<file path="src/design/table_access_params.svh">
// constants for the static / reserved multicast table access block
// assumes a 32-bit word register port addressed by byte offsets
`ifndef TABLE_ACCESS_PARAMS_SVH
`define TABLE_ACCESS_PARAMS_SVH

// ------------------------------------------------------------------
// register offsets
// ------------------------------------------------------------------
`define TA_ADDR_W 16
`define TA_CTRL_OFS 16'h041c
`define TA_ENTRY1_OFS 16'h0420
`define TA_ENTRY2_OFS 16'h0424
`define TA_ENTRY3_OFS 16'h0428
`define TA_ENTRY4_OFS 16'h042c

// ------------------------------------------------------------------
// control register fields
// ------------------------------------------------------------------
`define TA_IDX_HI 21
`define TA_IDX_LO 16
`define TA_ST_IDX_HI 19
`define TA_START_BIT 7
`define TA_RSV_HI 6
`define TA_RSV_LO 2
`define TA_SEL_BIT 1
`define TA_ACT_BIT 0
`define TA_SEL_MCAST 1'b1
`define TA_ACT_READ 1'b1

// ------------------------------------------------------------------
// reset values and table shapes
// ------------------------------------------------------------------
`define TA_CTRL_RESET 32'h0000_0000
`define TA_ENTRY_RESET 32'h0000_0000
`define TA_ENTRY_WORDS 4
`define TA_MC_WORD 1
`define TA_ST_AW 4
`define TA_MC_AW 6
`define TA_ST_ROWS 16
`define TA_MC_ROWS 64
`define TA_WORD_W 32
`define TA_ST_W 128

`endif

</file>
<file path="src/design/table_access_pkg.sv">
// types shared by the table access block
// assumes table_access_params.svh supplies the numbers
package table_access_pkg;

    // ------------------------------------------------------------------
    // access sequencer states
    // ------------------------------------------------------------------
    typedef enum logic [2:0] {
        S_IDLE = 3'b001,
        S_ISSUE = 3'b010,
        S_FINISH = 3'b100
    } access_state_t;

endpackage : table_access_pkg

</file>
<file path="src/design/table_store.sv">
// storage arrays for the static and reserved multicast tables
// assumes one access at a time, read data valid one edge after enable
`timescale 1ns/1ps
`include "table_access_params.svh"

module table_store (
    input wire logic sys_clk,
    input wire logic st_en,
    input wire logic st_we,
    input wire logic [`TA_ST_AW-1:0] st_addr,
    input wire logic [`TA_ST_W-1:0] st_wdata,
    output logic [`TA_ST_W-1:0] st_rdata,
    input wire logic mc_en,
    input wire logic mc_we,
    input wire logic [`TA_MC_AW-1:0] mc_addr,
    input wire logic [`TA_WORD_W-1:0] mc_wdata,
    output logic [`TA_WORD_W-1:0] mc_rdata
);

    logic [`TA_ST_W-1:0] st_mem [0:`TA_ST_ROWS-1];
    logic [`TA_WORD_W-1:0] mc_mem [0:`TA_MC_ROWS-1];

    // ------------------------------------------------------------------
    // static table
    // ------------------------------------------------------------------
    always_ff @(posedge sys_clk) begin
        if (st_en) begin
            if (st_we) begin
                st_mem[st_addr] <= st_wdata;
            end
            st_rdata <= st_mem[st_addr];
        end
    end

    // ------------------------------------------------------------------
    // reserved multicast table
    // ------------------------------------------------------------------
    always_ff @(posedge sys_clk) begin
        if (mc_en) begin
            if (mc_we) begin
                mc_mem[mc_addr] <= mc_wdata;
            end
            mc_rdata <= mc_mem[mc_addr];
        end
    end

endmodule : table_store

</file>
<file path="src/design/static_mcast_table_access.sv">
// control register, entry words and access sequencer for the two tables
// assumes a synchronous 32-bit register port; one access runs at a time
`timescale 1ns/1ps
`include "table_access_params.svh"

module static_mcast_table_access (
    input wire logic sys_clk,
    input wire logic rst_n,
    input wire logic [`TA_ADDR_W-1:0] reg_addr,
    input wire logic reg_wr,
    input wire logic reg_rd,
    input wire logic [`TA_WORD_W-1:0] reg_wdata,
    output logic [`TA_WORD_W-1:0] reg_rdata,
    output logic reg_rvalid
);

    // ------------------------------------------------------------------
    // state
    // ------------------------------------------------------------------
    table_access_pkg::access_state_t state;
    table_access_pkg::access_state_t next_state;
    logic [`TA_IDX_HI-`TA_IDX_LO:0] ctrl_index;
    logic [`TA_IDX_HI-`TA_IDX_LO:0] next_ctrl_index;
    logic go_done_flag;
    logic next_go_done_flag;
    logic [`TA_RSV_HI-`TA_RSV_LO:0] ctrl_rsv;
    logic [`TA_RSV_HI-`TA_RSV_LO:0] next_ctrl_rsv;
    logic ctrl_sel;
    logic next_ctrl_sel;
    logic ctrl_act;
    logic next_ctrl_act;
    logic [`TA_WORD_W-1:0] entry [0:`TA_ENTRY_WORDS-1];
    logic [`TA_WORD_W-1:0] next_entry [0:`TA_ENTRY_WORDS-1];
    logic [`TA_WORD_W-1:0] next_reg_rdata;
    logic next_reg_rvalid;

    logic accept;
    logic mem_go;
    logic st_en;
    logic st_we;
    logic mc_en;
    logic mc_we;
    logic [`TA_ST_AW-1:0] st_addr;
    logic [`TA_MC_AW-1:0] mc_addr;
    logic [`TA_ST_W-1:0] st_wdata;
    logic [`TA_ST_W-1:0] st_rdata;
    logic [`TA_WORD_W-1:0] mc_rdata;

    // ------------------------------------------------------------------
    // helpers
    // ------------------------------------------------------------------
    // entry slot for an address, or -1 when it is not an entry word
    function automatic int entry_slot(input logic [`TA_ADDR_W-1:0] addr);
        int slot;
        slot = -1;
        unique case (addr)
            `TA_ENTRY1_OFS: slot = 0;
            `TA_ENTRY2_OFS: slot = 1;
            `TA_ENTRY3_OFS: slot = 2;
            `TA_ENTRY4_OFS: slot = 3;
            default: slot = -1;
        endcase
        return slot;
    endfunction : entry_slot

    function automatic logic [`TA_WORD_W-1:0] ctrl_word(
        input logic [`TA_IDX_HI-`TA_IDX_LO:0] idx,
        input logic start,
        input logic [`TA_RSV_HI-`TA_RSV_LO:0] rsv,
        input logic sel,
        input logic act
    );
        logic [`TA_WORD_W-1:0] w;
        w = `TA_CTRL_RESET;
        w[`TA_IDX_HI:`TA_IDX_LO] = idx;
        w[`TA_START_BIT] = start;
        w[`TA_RSV_HI:`TA_RSV_LO] = rsv;
        w[`TA_SEL_BIT] = sel;
        w[`TA_ACT_BIT] = act;
        return w;
    endfunction : ctrl_word

    // one word of a static row, word 0 in the lowest bits
    function automatic logic [`TA_WORD_W-1:0] row_word(input logic [`TA_ST_W-1:0] row,
        input int k);
        return row[k*`TA_WORD_W +: `TA_WORD_W];
    endfunction : row_word

    // registers take writes only while no access is pending or running
    assign accept = (state == table_access_pkg::S_IDLE) && !go_done_flag;
    assign mem_go = (state == table_access_pkg::S_ISSUE);

    // ------------------------------------------------------------------
    // table ports
    // ------------------------------------------------------------------
    // table selector steering
    assign mc_en = mem_go && (ctrl_sel == `TA_SEL_MCAST);
    assign st_en = mem_go && (ctrl_sel != `TA_SEL_MCAST);
    assign mc_we = mc_en && (ctrl_act != `TA_ACT_READ);
    assign st_we = st_en && (ctrl_act != `TA_ACT_READ);
    assign mc_addr = ctrl_index;
    assign st_addr = ctrl_index[`TA_ST_IDX_HI-`TA_IDX_LO:0];
    // static row is the four words side by side
    assign st_wdata = {entry[3], entry[2], entry[1], entry[0]};

    table_store u_store (
        .sys_clk(sys_clk),
        .st_en(st_en),
        .st_we(st_we),
        .st_addr(st_addr),
        .st_wdata(st_wdata),
        .st_rdata(st_rdata),
        .mc_en(mc_en),
        .mc_we(mc_we),
        .mc_addr(mc_addr),
        // multicast data from entry word 2
        .mc_wdata(entry[`TA_MC_WORD]),
        .mc_rdata(mc_rdata)
    );

    // ------------------------------------------------------------------
    // next values
    // ------------------------------------------------------------------
    always_comb begin
        int wslot;
        int rslot;
        wslot = entry_slot(reg_addr);
        rslot = entry_slot(reg_addr);
        next_state = state;
        next_ctrl_index = ctrl_index;
        next_go_done_flag = go_done_flag;
        next_ctrl_rsv = ctrl_rsv;
        next_ctrl_sel = ctrl_sel;
        next_ctrl_act = ctrl_act;
        for (int i = 0; i < `TA_ENTRY_WORDS; i++) begin
            next_entry[i] = entry[i];
        end

        // software writes
        if (reg_wr && accept) begin
            if (reg_addr == `TA_CTRL_OFS) begin
                next_ctrl_index = reg_wdata[`TA_IDX_HI:`TA_IDX_LO];
                next_go_done_flag = reg_wdata[`TA_START_BIT];
                next_ctrl_rsv = reg_wdata[`TA_RSV_HI:`TA_RSV_LO];
                next_ctrl_sel = reg_wdata[`TA_SEL_BIT];
                next_ctrl_act = reg_wdata[`TA_ACT_BIT];
            end else if (wslot >= 0) begin
                next_entry[wslot[1:0]] = reg_wdata;
            end
        end

        // sequencer
        unique case (state)
            table_access_pkg::S_IDLE: begin
                if (go_done_flag) begin
                    next_state = table_access_pkg::S_ISSUE;
                end
            end
            table_access_pkg::S_ISSUE: begin
                next_state = table_access_pkg::S_FINISH;
            end
            table_access_pkg::S_FINISH: begin
                if (ctrl_act == `TA_ACT_READ) begin
                    if (ctrl_sel == `TA_SEL_MCAST) begin
                        // multicast result lands in word 2 only
                        next_entry[`TA_MC_WORD] = mc_rdata;
                    end else begin
                        // static result fills all four words
                        for (int k = 0; k < `TA_ENTRY_WORDS; k++) begin
                            next_entry[k] = row_word(st_rdata, k);
                        end
                    end
                end
                next_go_done_flag = 1'b0;
                next_state = table_access_pkg::S_IDLE;
            end
            default: begin
                next_state = table_access_pkg::S_IDLE;
            end
        endcase

        // software reads
        next_reg_rvalid = reg_rd;
        next_reg_rdata = `TA_CTRL_RESET;
        if (reg_rd) begin
            if (reg_addr == `TA_CTRL_OFS) begin
                next_reg_rdata = ctrl_word(ctrl_index, go_done_flag, ctrl_rsv,
                    ctrl_sel, ctrl_act);
            end else if (rslot >= 0) begin
                next_reg_rdata = entry[rslot[1:0]];
            end
        end
    end

    // ------------------------------------------------------------------
    // registers
    // ------------------------------------------------------------------
    always_ff @(posedge sys_clk) begin
        if (!rst_n) begin
            state <= table_access_pkg::S_IDLE;
            ctrl_index <= '0;
            go_done_flag <= 1'b0;
            ctrl_rsv <= '0;
            ctrl_sel <= 1'b0;
            ctrl_act <= 1'b0;
            for (int i = 0; i < `TA_ENTRY_WORDS; i++) begin
                entry[i] <= `TA_ENTRY_RESET;
            end
            reg_rdata <= `TA_CTRL_RESET;
            reg_rvalid <= 1'b0;
        end else begin
            state <= next_state;
            ctrl_index <= next_ctrl_index;
            go_done_flag <= next_go_done_flag;
            ctrl_rsv <= next_ctrl_rsv;
            ctrl_sel <= next_ctrl_sel;
            ctrl_act <= next_ctrl_act;
            for (int i = 0; i < `TA_ENTRY_WORDS; i++) begin
                entry[i] <= next_entry[i];
            end
            reg_rdata <= next_reg_rdata;
            reg_rvalid <= next_reg_rvalid;
        end
    end

    logic fin_read;
    assign fin_read = (state == table_access_pkg::S_FINISH) && (ctrl_act == `TA_ACT_READ);
endmodule : static_mcast_table_access

</file>
<file path="config.mk">
export PLATFORM = sky130hd
export DESIGN_NAME = static_mcast_table_access
export DESIGN_NICKNAME = d
export VERILOG_FILES = /design/src/design/table_access_pkg.sv /design/src/design/table_store.sv /design/src/design/static_mcast_table_access.sv
export VERILOG_INCLUDE_DIRS = /design/src /design/src/design
export SDC_FILE = /design/constraint.sdc
export NUM_CORES = 2
export LEC_CHECK = 0
export BUFFER_PORTS_ARGS = -buffer_cell sky130_fd_sc_hd__buf_2
export CORE_ASPECT_RATIO = 1.5
export CORE_MARGIN = 5
export CORE_UTILIZATION = 39
export DETAILED_ROUTE_END_ITERATION = 10
export PLACE_DENSITY_LB_ADDON = 0.12
export SLEW_MARGIN = 20
export SYNTH_ARGS = -nofsm -noshare
export SYNTH_HDL_FRONTEND = slang
export SYNTH_MEMORY_MAX_BITS = 65536
export SYNTH_SLANG_ARGS = --single-unit
export TNS_END_PERCENT = 10
</file>
<file path="constraint.sdc">
create_clock -name sys_clk -period 15 [get_ports sys_clk]
set_input_delay 1.5 -clock sys_clk [delete_from_list [all_inputs] [get_ports sys_clk]]
set_output_delay 1.5 -clock sys_clk [all_outputs]
set_load 0.02 [all_outputs]
</file>
## Word-level counts from Yosys, hierarchy flattened

Memories as Yosys holds them, arrays and structs flattened. A register that Yosys moved wholly into a read port is not among the register bits.
Cells that the tools add are included.

- Equality and inequality tests: 9
- Multiplexer cells: 28
- Bitwise operators: 10
- $lt $le $gt $ge: 3
- Reduce and logical (&&, ||, !) cells: 12

Operators by type and width:

| operator | number |
|---|---|
| two-way mux 128 bit | 5 |
| two-way mux 32 bit | 7 |
| bitwise mux 128 bit | 1 |
| case mux 32 bit (4 select lines) | 1 |
| equality test 16 x 11 -> 1 bit, second input constant | 5 |
| demux 32 bit (select 2 bit) | 1 |
| two-way mux 64 bit | 1 |
| two-way mux 22 bit | 2 |
| greater-or-equal comparator 32 x 1 -> 1 bit, second input constant | 1 |
| two-way mux 1 bit | 8 |
| logical AND 1 bit | 7 |
| case mux 3 bit (2 select lines) | 1 |
| inverter 1 bit | 5 |
| bitwise OR 1 bit | 4 |
| AND reduction 2 bit | 2 |
| OR reduction 4 bit | 1 |
| equality test 3 x 1 -> 1 bit, second input constant | 1 |
| equality test 3 x 2 -> 1 bit, second input constant | 1 |
| equality test 3 bit, second input constant | 1 |
| greater-or-equal comparator 3 bit, second input constant | 1 |
| less-than comparator 3 x 1 -> 1 bit, second input constant | 1 |
| two-way mux 3 bit | 1 |
| inverter 2 -> 3 bit | 1 |
| inequality test 2 bit, second input constant | 1 |
| 2 further kinds | 2 |

- Memory bits (writable): 4224
- Register bits after elaboration: 50
- Output and inout bits: 33
- Memories: 3

Memories:

| name | words | width | rd ports | clocked after memory_dff | write ports | line | RTL |
|---|---|---|---|---|---|---|---|
| u_store.mc_mem | 64 | 32 | 1 | 1 | 1 | table_store.sv:21 | `` logic [`TA_WORD_W-1:0] mc_mem [0:`TA_MC_ROWS-1]; `` |
| u_store.st_mem | 16 | 128 | 1 | 1 | 1 | table_store.sv:20 | `` logic [`TA_ST_W-1:0] st_mem [0:`TA_ST_ROWS-1]; `` |
| entry | 4 | 32 | 5 | 0 | 4 | static_mcast_table_access.sv:32 | `` logic [`TA_WORD_W-1:0] entry [0:`TA_ENTRY_WORDS-1]; `` |

## Logic depth before layout (Yosys ltp)

- Depth in word-level cells: 15
- Gate-level depth with buffers: 9
- Depth with buffers taken out: 5

## Cells and area by module

A second synthesis with hierarchy kept.

- Cells, all modules: 7323
- Area total of the unflattened synthesis: 167099.0 µm²

By module, submodules not included:

| module | sequential area each (µm²) | cells each | area an instance (µm²) | times used |
|---|---|---|---|---|
| table_store | 127802.6 | 6293 | 158961.2 | 1 |
| static_mcast_table_access | 3563.4 | 1030 | 8137.8 | 1 |

## Worst setup path before layout

Ideal clock, no wire load.

- Path kind: flip-flop to flip-flop
- Start: register ctrl_index[1]
- End: memory u_store.st_mem[6][0] in the netlist's numbering, enable pin
- Required time: 14383 ps
- Cell stages (with the launch flop): 8
- Buffers on the path: 4
- Data arrival time: 7017 ps
- Clock period less this slack: 7634 ps
- Setup slack: 7366 ps
- Cells stage by stage: dfxtp_1 > clkbuf_1 > buf_2 > clkbuf_1 > clkbuf_1 > nor2b_1 > nand2_1 > nor2_1

RTL lines:

| item | line | RTL |
|---|---|---|
| start: declaration | static_mcast_table_access.sv:22 | `` logic [`TA_IDX_HI-`TA_IDX_LO:0] ctrl_index; `` |
| start signal: assignment | static_mcast_table_access.sv:213 | `ctrl_index <= next_ctrl_index;` |
| end: declaration | table_store.sv:20 |  |

No word-level cell before the write port.

==> out/qor.csv <==
stage,metric,value,unit
status,status,"finished, final reports clean",
timing,Fmax achieved,188,MHz
die,core box area,0.427,mm²
clock_network,CTS H-tree depth,5,
power,Flop pwr share,55.4,%
power,Gate power share,0.2,%
synth,Mapped Area,0.167,mm²
critical_path,CP most frequent cell,buf_4,
detailed_routing,routed len/inst,35.7,µm
power,P_sw,4.70,mW
timing,min Tclk post-route,5330,ps
synth,"EDFF count, synth",4256,
detailed_routing,Detail Route Antenna Nets,0,
finish,Area Overhead vs Synth,13.4,%
placement,port bufs,84,
placement,Setup WS pre-CTS,9640,ps
placement,routability cong.,0.767,
grt,first-pass GRT wire length,673000,µm
critical_path,"Largest delay share family, worst path",buffers and inverters,
synth,"Avg Cell Area, Syn",22.9,µm²
synth,asr flop ratio synth,0,%
synth,register area share after synthesis,78.8,%
critical_path,startpoint class of the critical path,register,
synth,dominant cells by area after synthesis,"edfxtp_1 (77%), mux4_2 (16%), dfxtp_1 (2.1%)",
detailed_routing,Vias,78600,
timing,Final period util,35.5,%
finish,final core utilization,44.3,%
detailed_routing,drt first-iter violations,7360,
synth,share of the synthesized area in the top cell type,76.6,%
detailed_routing,TritonRoute pass-1 iters,5,
power,Tot Pwr,24.1,mW
detailed_routing,total routed wirelength,484000,µm
critical_path,Crit-path slowest cell,buf_4,
clock_network,clock transition at the registers of the reported paths,60,ps
critical_path,"Req. time, crit path",15660,ps
critical_path,CP Capture Type,register,
synth,cell type with the largest total area after synthesis,edfxtp_1,
synth,Synth Area in Compound Gates,2.73,%
clock_network,Longest Clk Path Bufs,4,
timing,"Slew Viols, Final",0,
min_path,Worst Hold Class,reg2reg,
placement,final HPWL from detailed placement,250000,µm
synth,post-synthesis register bit count,4434,
synth,"count leader, synth",edfxtp_1,
timing,TNS Setup,0,ps
clock_network,CTS Root Cell,clkbuf_16,
timing,final hold vios,0,
clock_network,Hold Buf Count CTS,0,
grt,Congestion Overflow GR,0,
power,Pwr Density,127,mW/mm²
clock_network,CTS sink cnt,4434,
synth,"Primary FF master, synth",edfxtp_1,
critical_path,Setup Crit Path Kind,reg2reg,
power,clock power share,44.4,%
critical_path,critical path arrival,5990,ps
grt,largest net degree at the start of global routing,130,
synth,Synth Area in Simple Gates,1.11,%
finish,final net count,7634,
synth,warnings from Yosys,0,
finish,total of fill cells in the finished design,36100,
synth,syn_nets,7322,
finish,Non-Filler Instances,13600,
die,Initial Util,39.1,%
critical_path,peak fanout along the critical path,105,
timing,worst-margin pin slew,1200,ps
power,worst vdd ir,93.7,µV
critical_path,critical path buffer and inverter count,4,
timing,Slew headroom,20.0,%
timing,WHS,468,ps
clock_network,"Clk Latency, worst-skew pair",940,ps
synth,Synth Area in Adders,0,%
timing,Clock Skew,46.3,ps
clock_network,CTS buffer count,428,
grt,GRT Overall Usage,21.7,%
finish,fin area,0.189,mm²
die,DIE HEIGHT,811,µm
timing,"Setup violations, final",0,
timing,setup ws final,9670,ps
synth,Mapped Cells,7270,
synth,Yosys cell types,46,
synth,largest family of logic cells by synthesized area,multiplexers,
synth,multiplexer share of the synthesized area,16.3,%
clock_network,CTS tree,done,
power,P_leak,62.4,nW
die,die width,544,µm
job,Max Cap Viol,0,
clock_network,post-CTS setup buffers,0,
finish,fraction of layout cells with a size suffix above 1,28.5,%
grt,initial antenna violation count,26,
timing,RSZ-0062 raised after global routing,no,
placement,placed instance area,0.175,mm²
synth,Post-Synth XOR/XNOR Area,0,%
power,switching part of the total power,19.5,%
critical_path,worst-path cell chain,"buf_4, buf_4, buf_12, buf_4, mux4_2, a22oi_1, nand2_1, a22oi_1, nand2_1",
critical_path,CP peak stage delay,890,ps
die,die area,0.441,mm²
placement,placed insts,12800,
synth,Post-synth top cells,"edfxtp_1 (4,256), mux4_2 (1,152), a22oi_1 (362)",
clock_network,post-CTS sizing,0,
grt,vias in the first global route,83100,
power,cell-internal power,19.4,mW
detailed_routing,vias per cell,5.79,
detailed_routing,DRC,0,
die,I/O pins,85,
die,Rows,294,
## sequential cells by signal, summed over array words and instances, names as in the netlist, 5 cells and up
name,cells
ctrl_index,6
ctrl_rsv,5
entry,128
reg_rdata,32
u_store.mc_mem,2048
u_store.mc_rdata,32
u_store.st_mem,2048
u_store.st_rdata,128
## metal layers
metal	global-route usage, %	up-vias	part of all wire (%)
li1	-	31600	-
met1	27.6	44000	39
met2	39.2	2370	53
met3	2.56	589	4.7
met4	6.29	0	3.2
met5	0	-	0
## cells by family after synthesis
family	Yosys count
buffers and inverters	429
muxes	1280
and+or+nand+nor	432
AOI/OAI and AO/OA	695
DFF	4434
## worst reg2reg max path, delay by kind of cell, from the launching register on
family / cells / cell delay, ps
AOI/OAI and AO/OA: 2 / 850
DFF: 1 / 610
buffers and inverters: 4 / 2880
and+or+nand+nor: 2 / 240
muxes: 1 / 480
## placed cells by master (no fill, tap or decap), types with 17 or more instances in the layout
master / count
clkinvlp_4: 17
mux2_2: 32
o21ai_0: 134
clkbuf_8: 31
edfxtp_1: 4256
nand2_1: 283
clkbuf_16: 436
buf_2: 83
dfxtp_2: 28
clkinv_1: 67
clkinv_2: 79
a22oi_1: 362
nor2_4: 83
mux2i_1: 96
a21oi_1: 115
a31oi_1: 44
dfxtp_1: 141
bufinv_16: 33
mux4_2: 1152
clkbuf_1: 103
buf_12: 26
buf_4: 196
## final cells by class
class,count,area [µm²],share of cell area (%)
tap,5624,7040,3.72
sequential,4434,131000,69.5
clock inverter,216,2000,1.06
timing repair buffer,310,2480,1.31
clock buffer,570,11700,6.20
inverter,1,3.75,0.00198
multi-input combinational,2407,34400,18.2
antenna,16,40.0,0.0212
## power groups by stage
stage	clock (mW)	combinational [mW]	sequential [mW]
after floorplan	0	0.0151	13.6
after global placement	0	0.0594	13.6
after detailed placement	0	0.0595	13.6
after CTS	11.0	0.0598	13.3
after global routing	11.5	0.0612	13.3
final	10.7	0.0593	13.3
## path summary, 6_finish.rpt
check / from / endpoint / slack [ps] / depth (start not counted)
hold reg to reg: ctrl_rsv[0] / ctrl_rsv[0] / 470 / 2
setup reg to reg: ctrl_index[1] / u_store.mc_rdata[28] / 9670 / 9
hold / removal: ctrl_rsv[0] / ctrl_rsv[0] / 470 / 2
setup / recovery: ctrl_index[1] / u_store.mc_rdata[28] / 9670 / 9
Note: power is estimated with default switching activity, not from simulation.
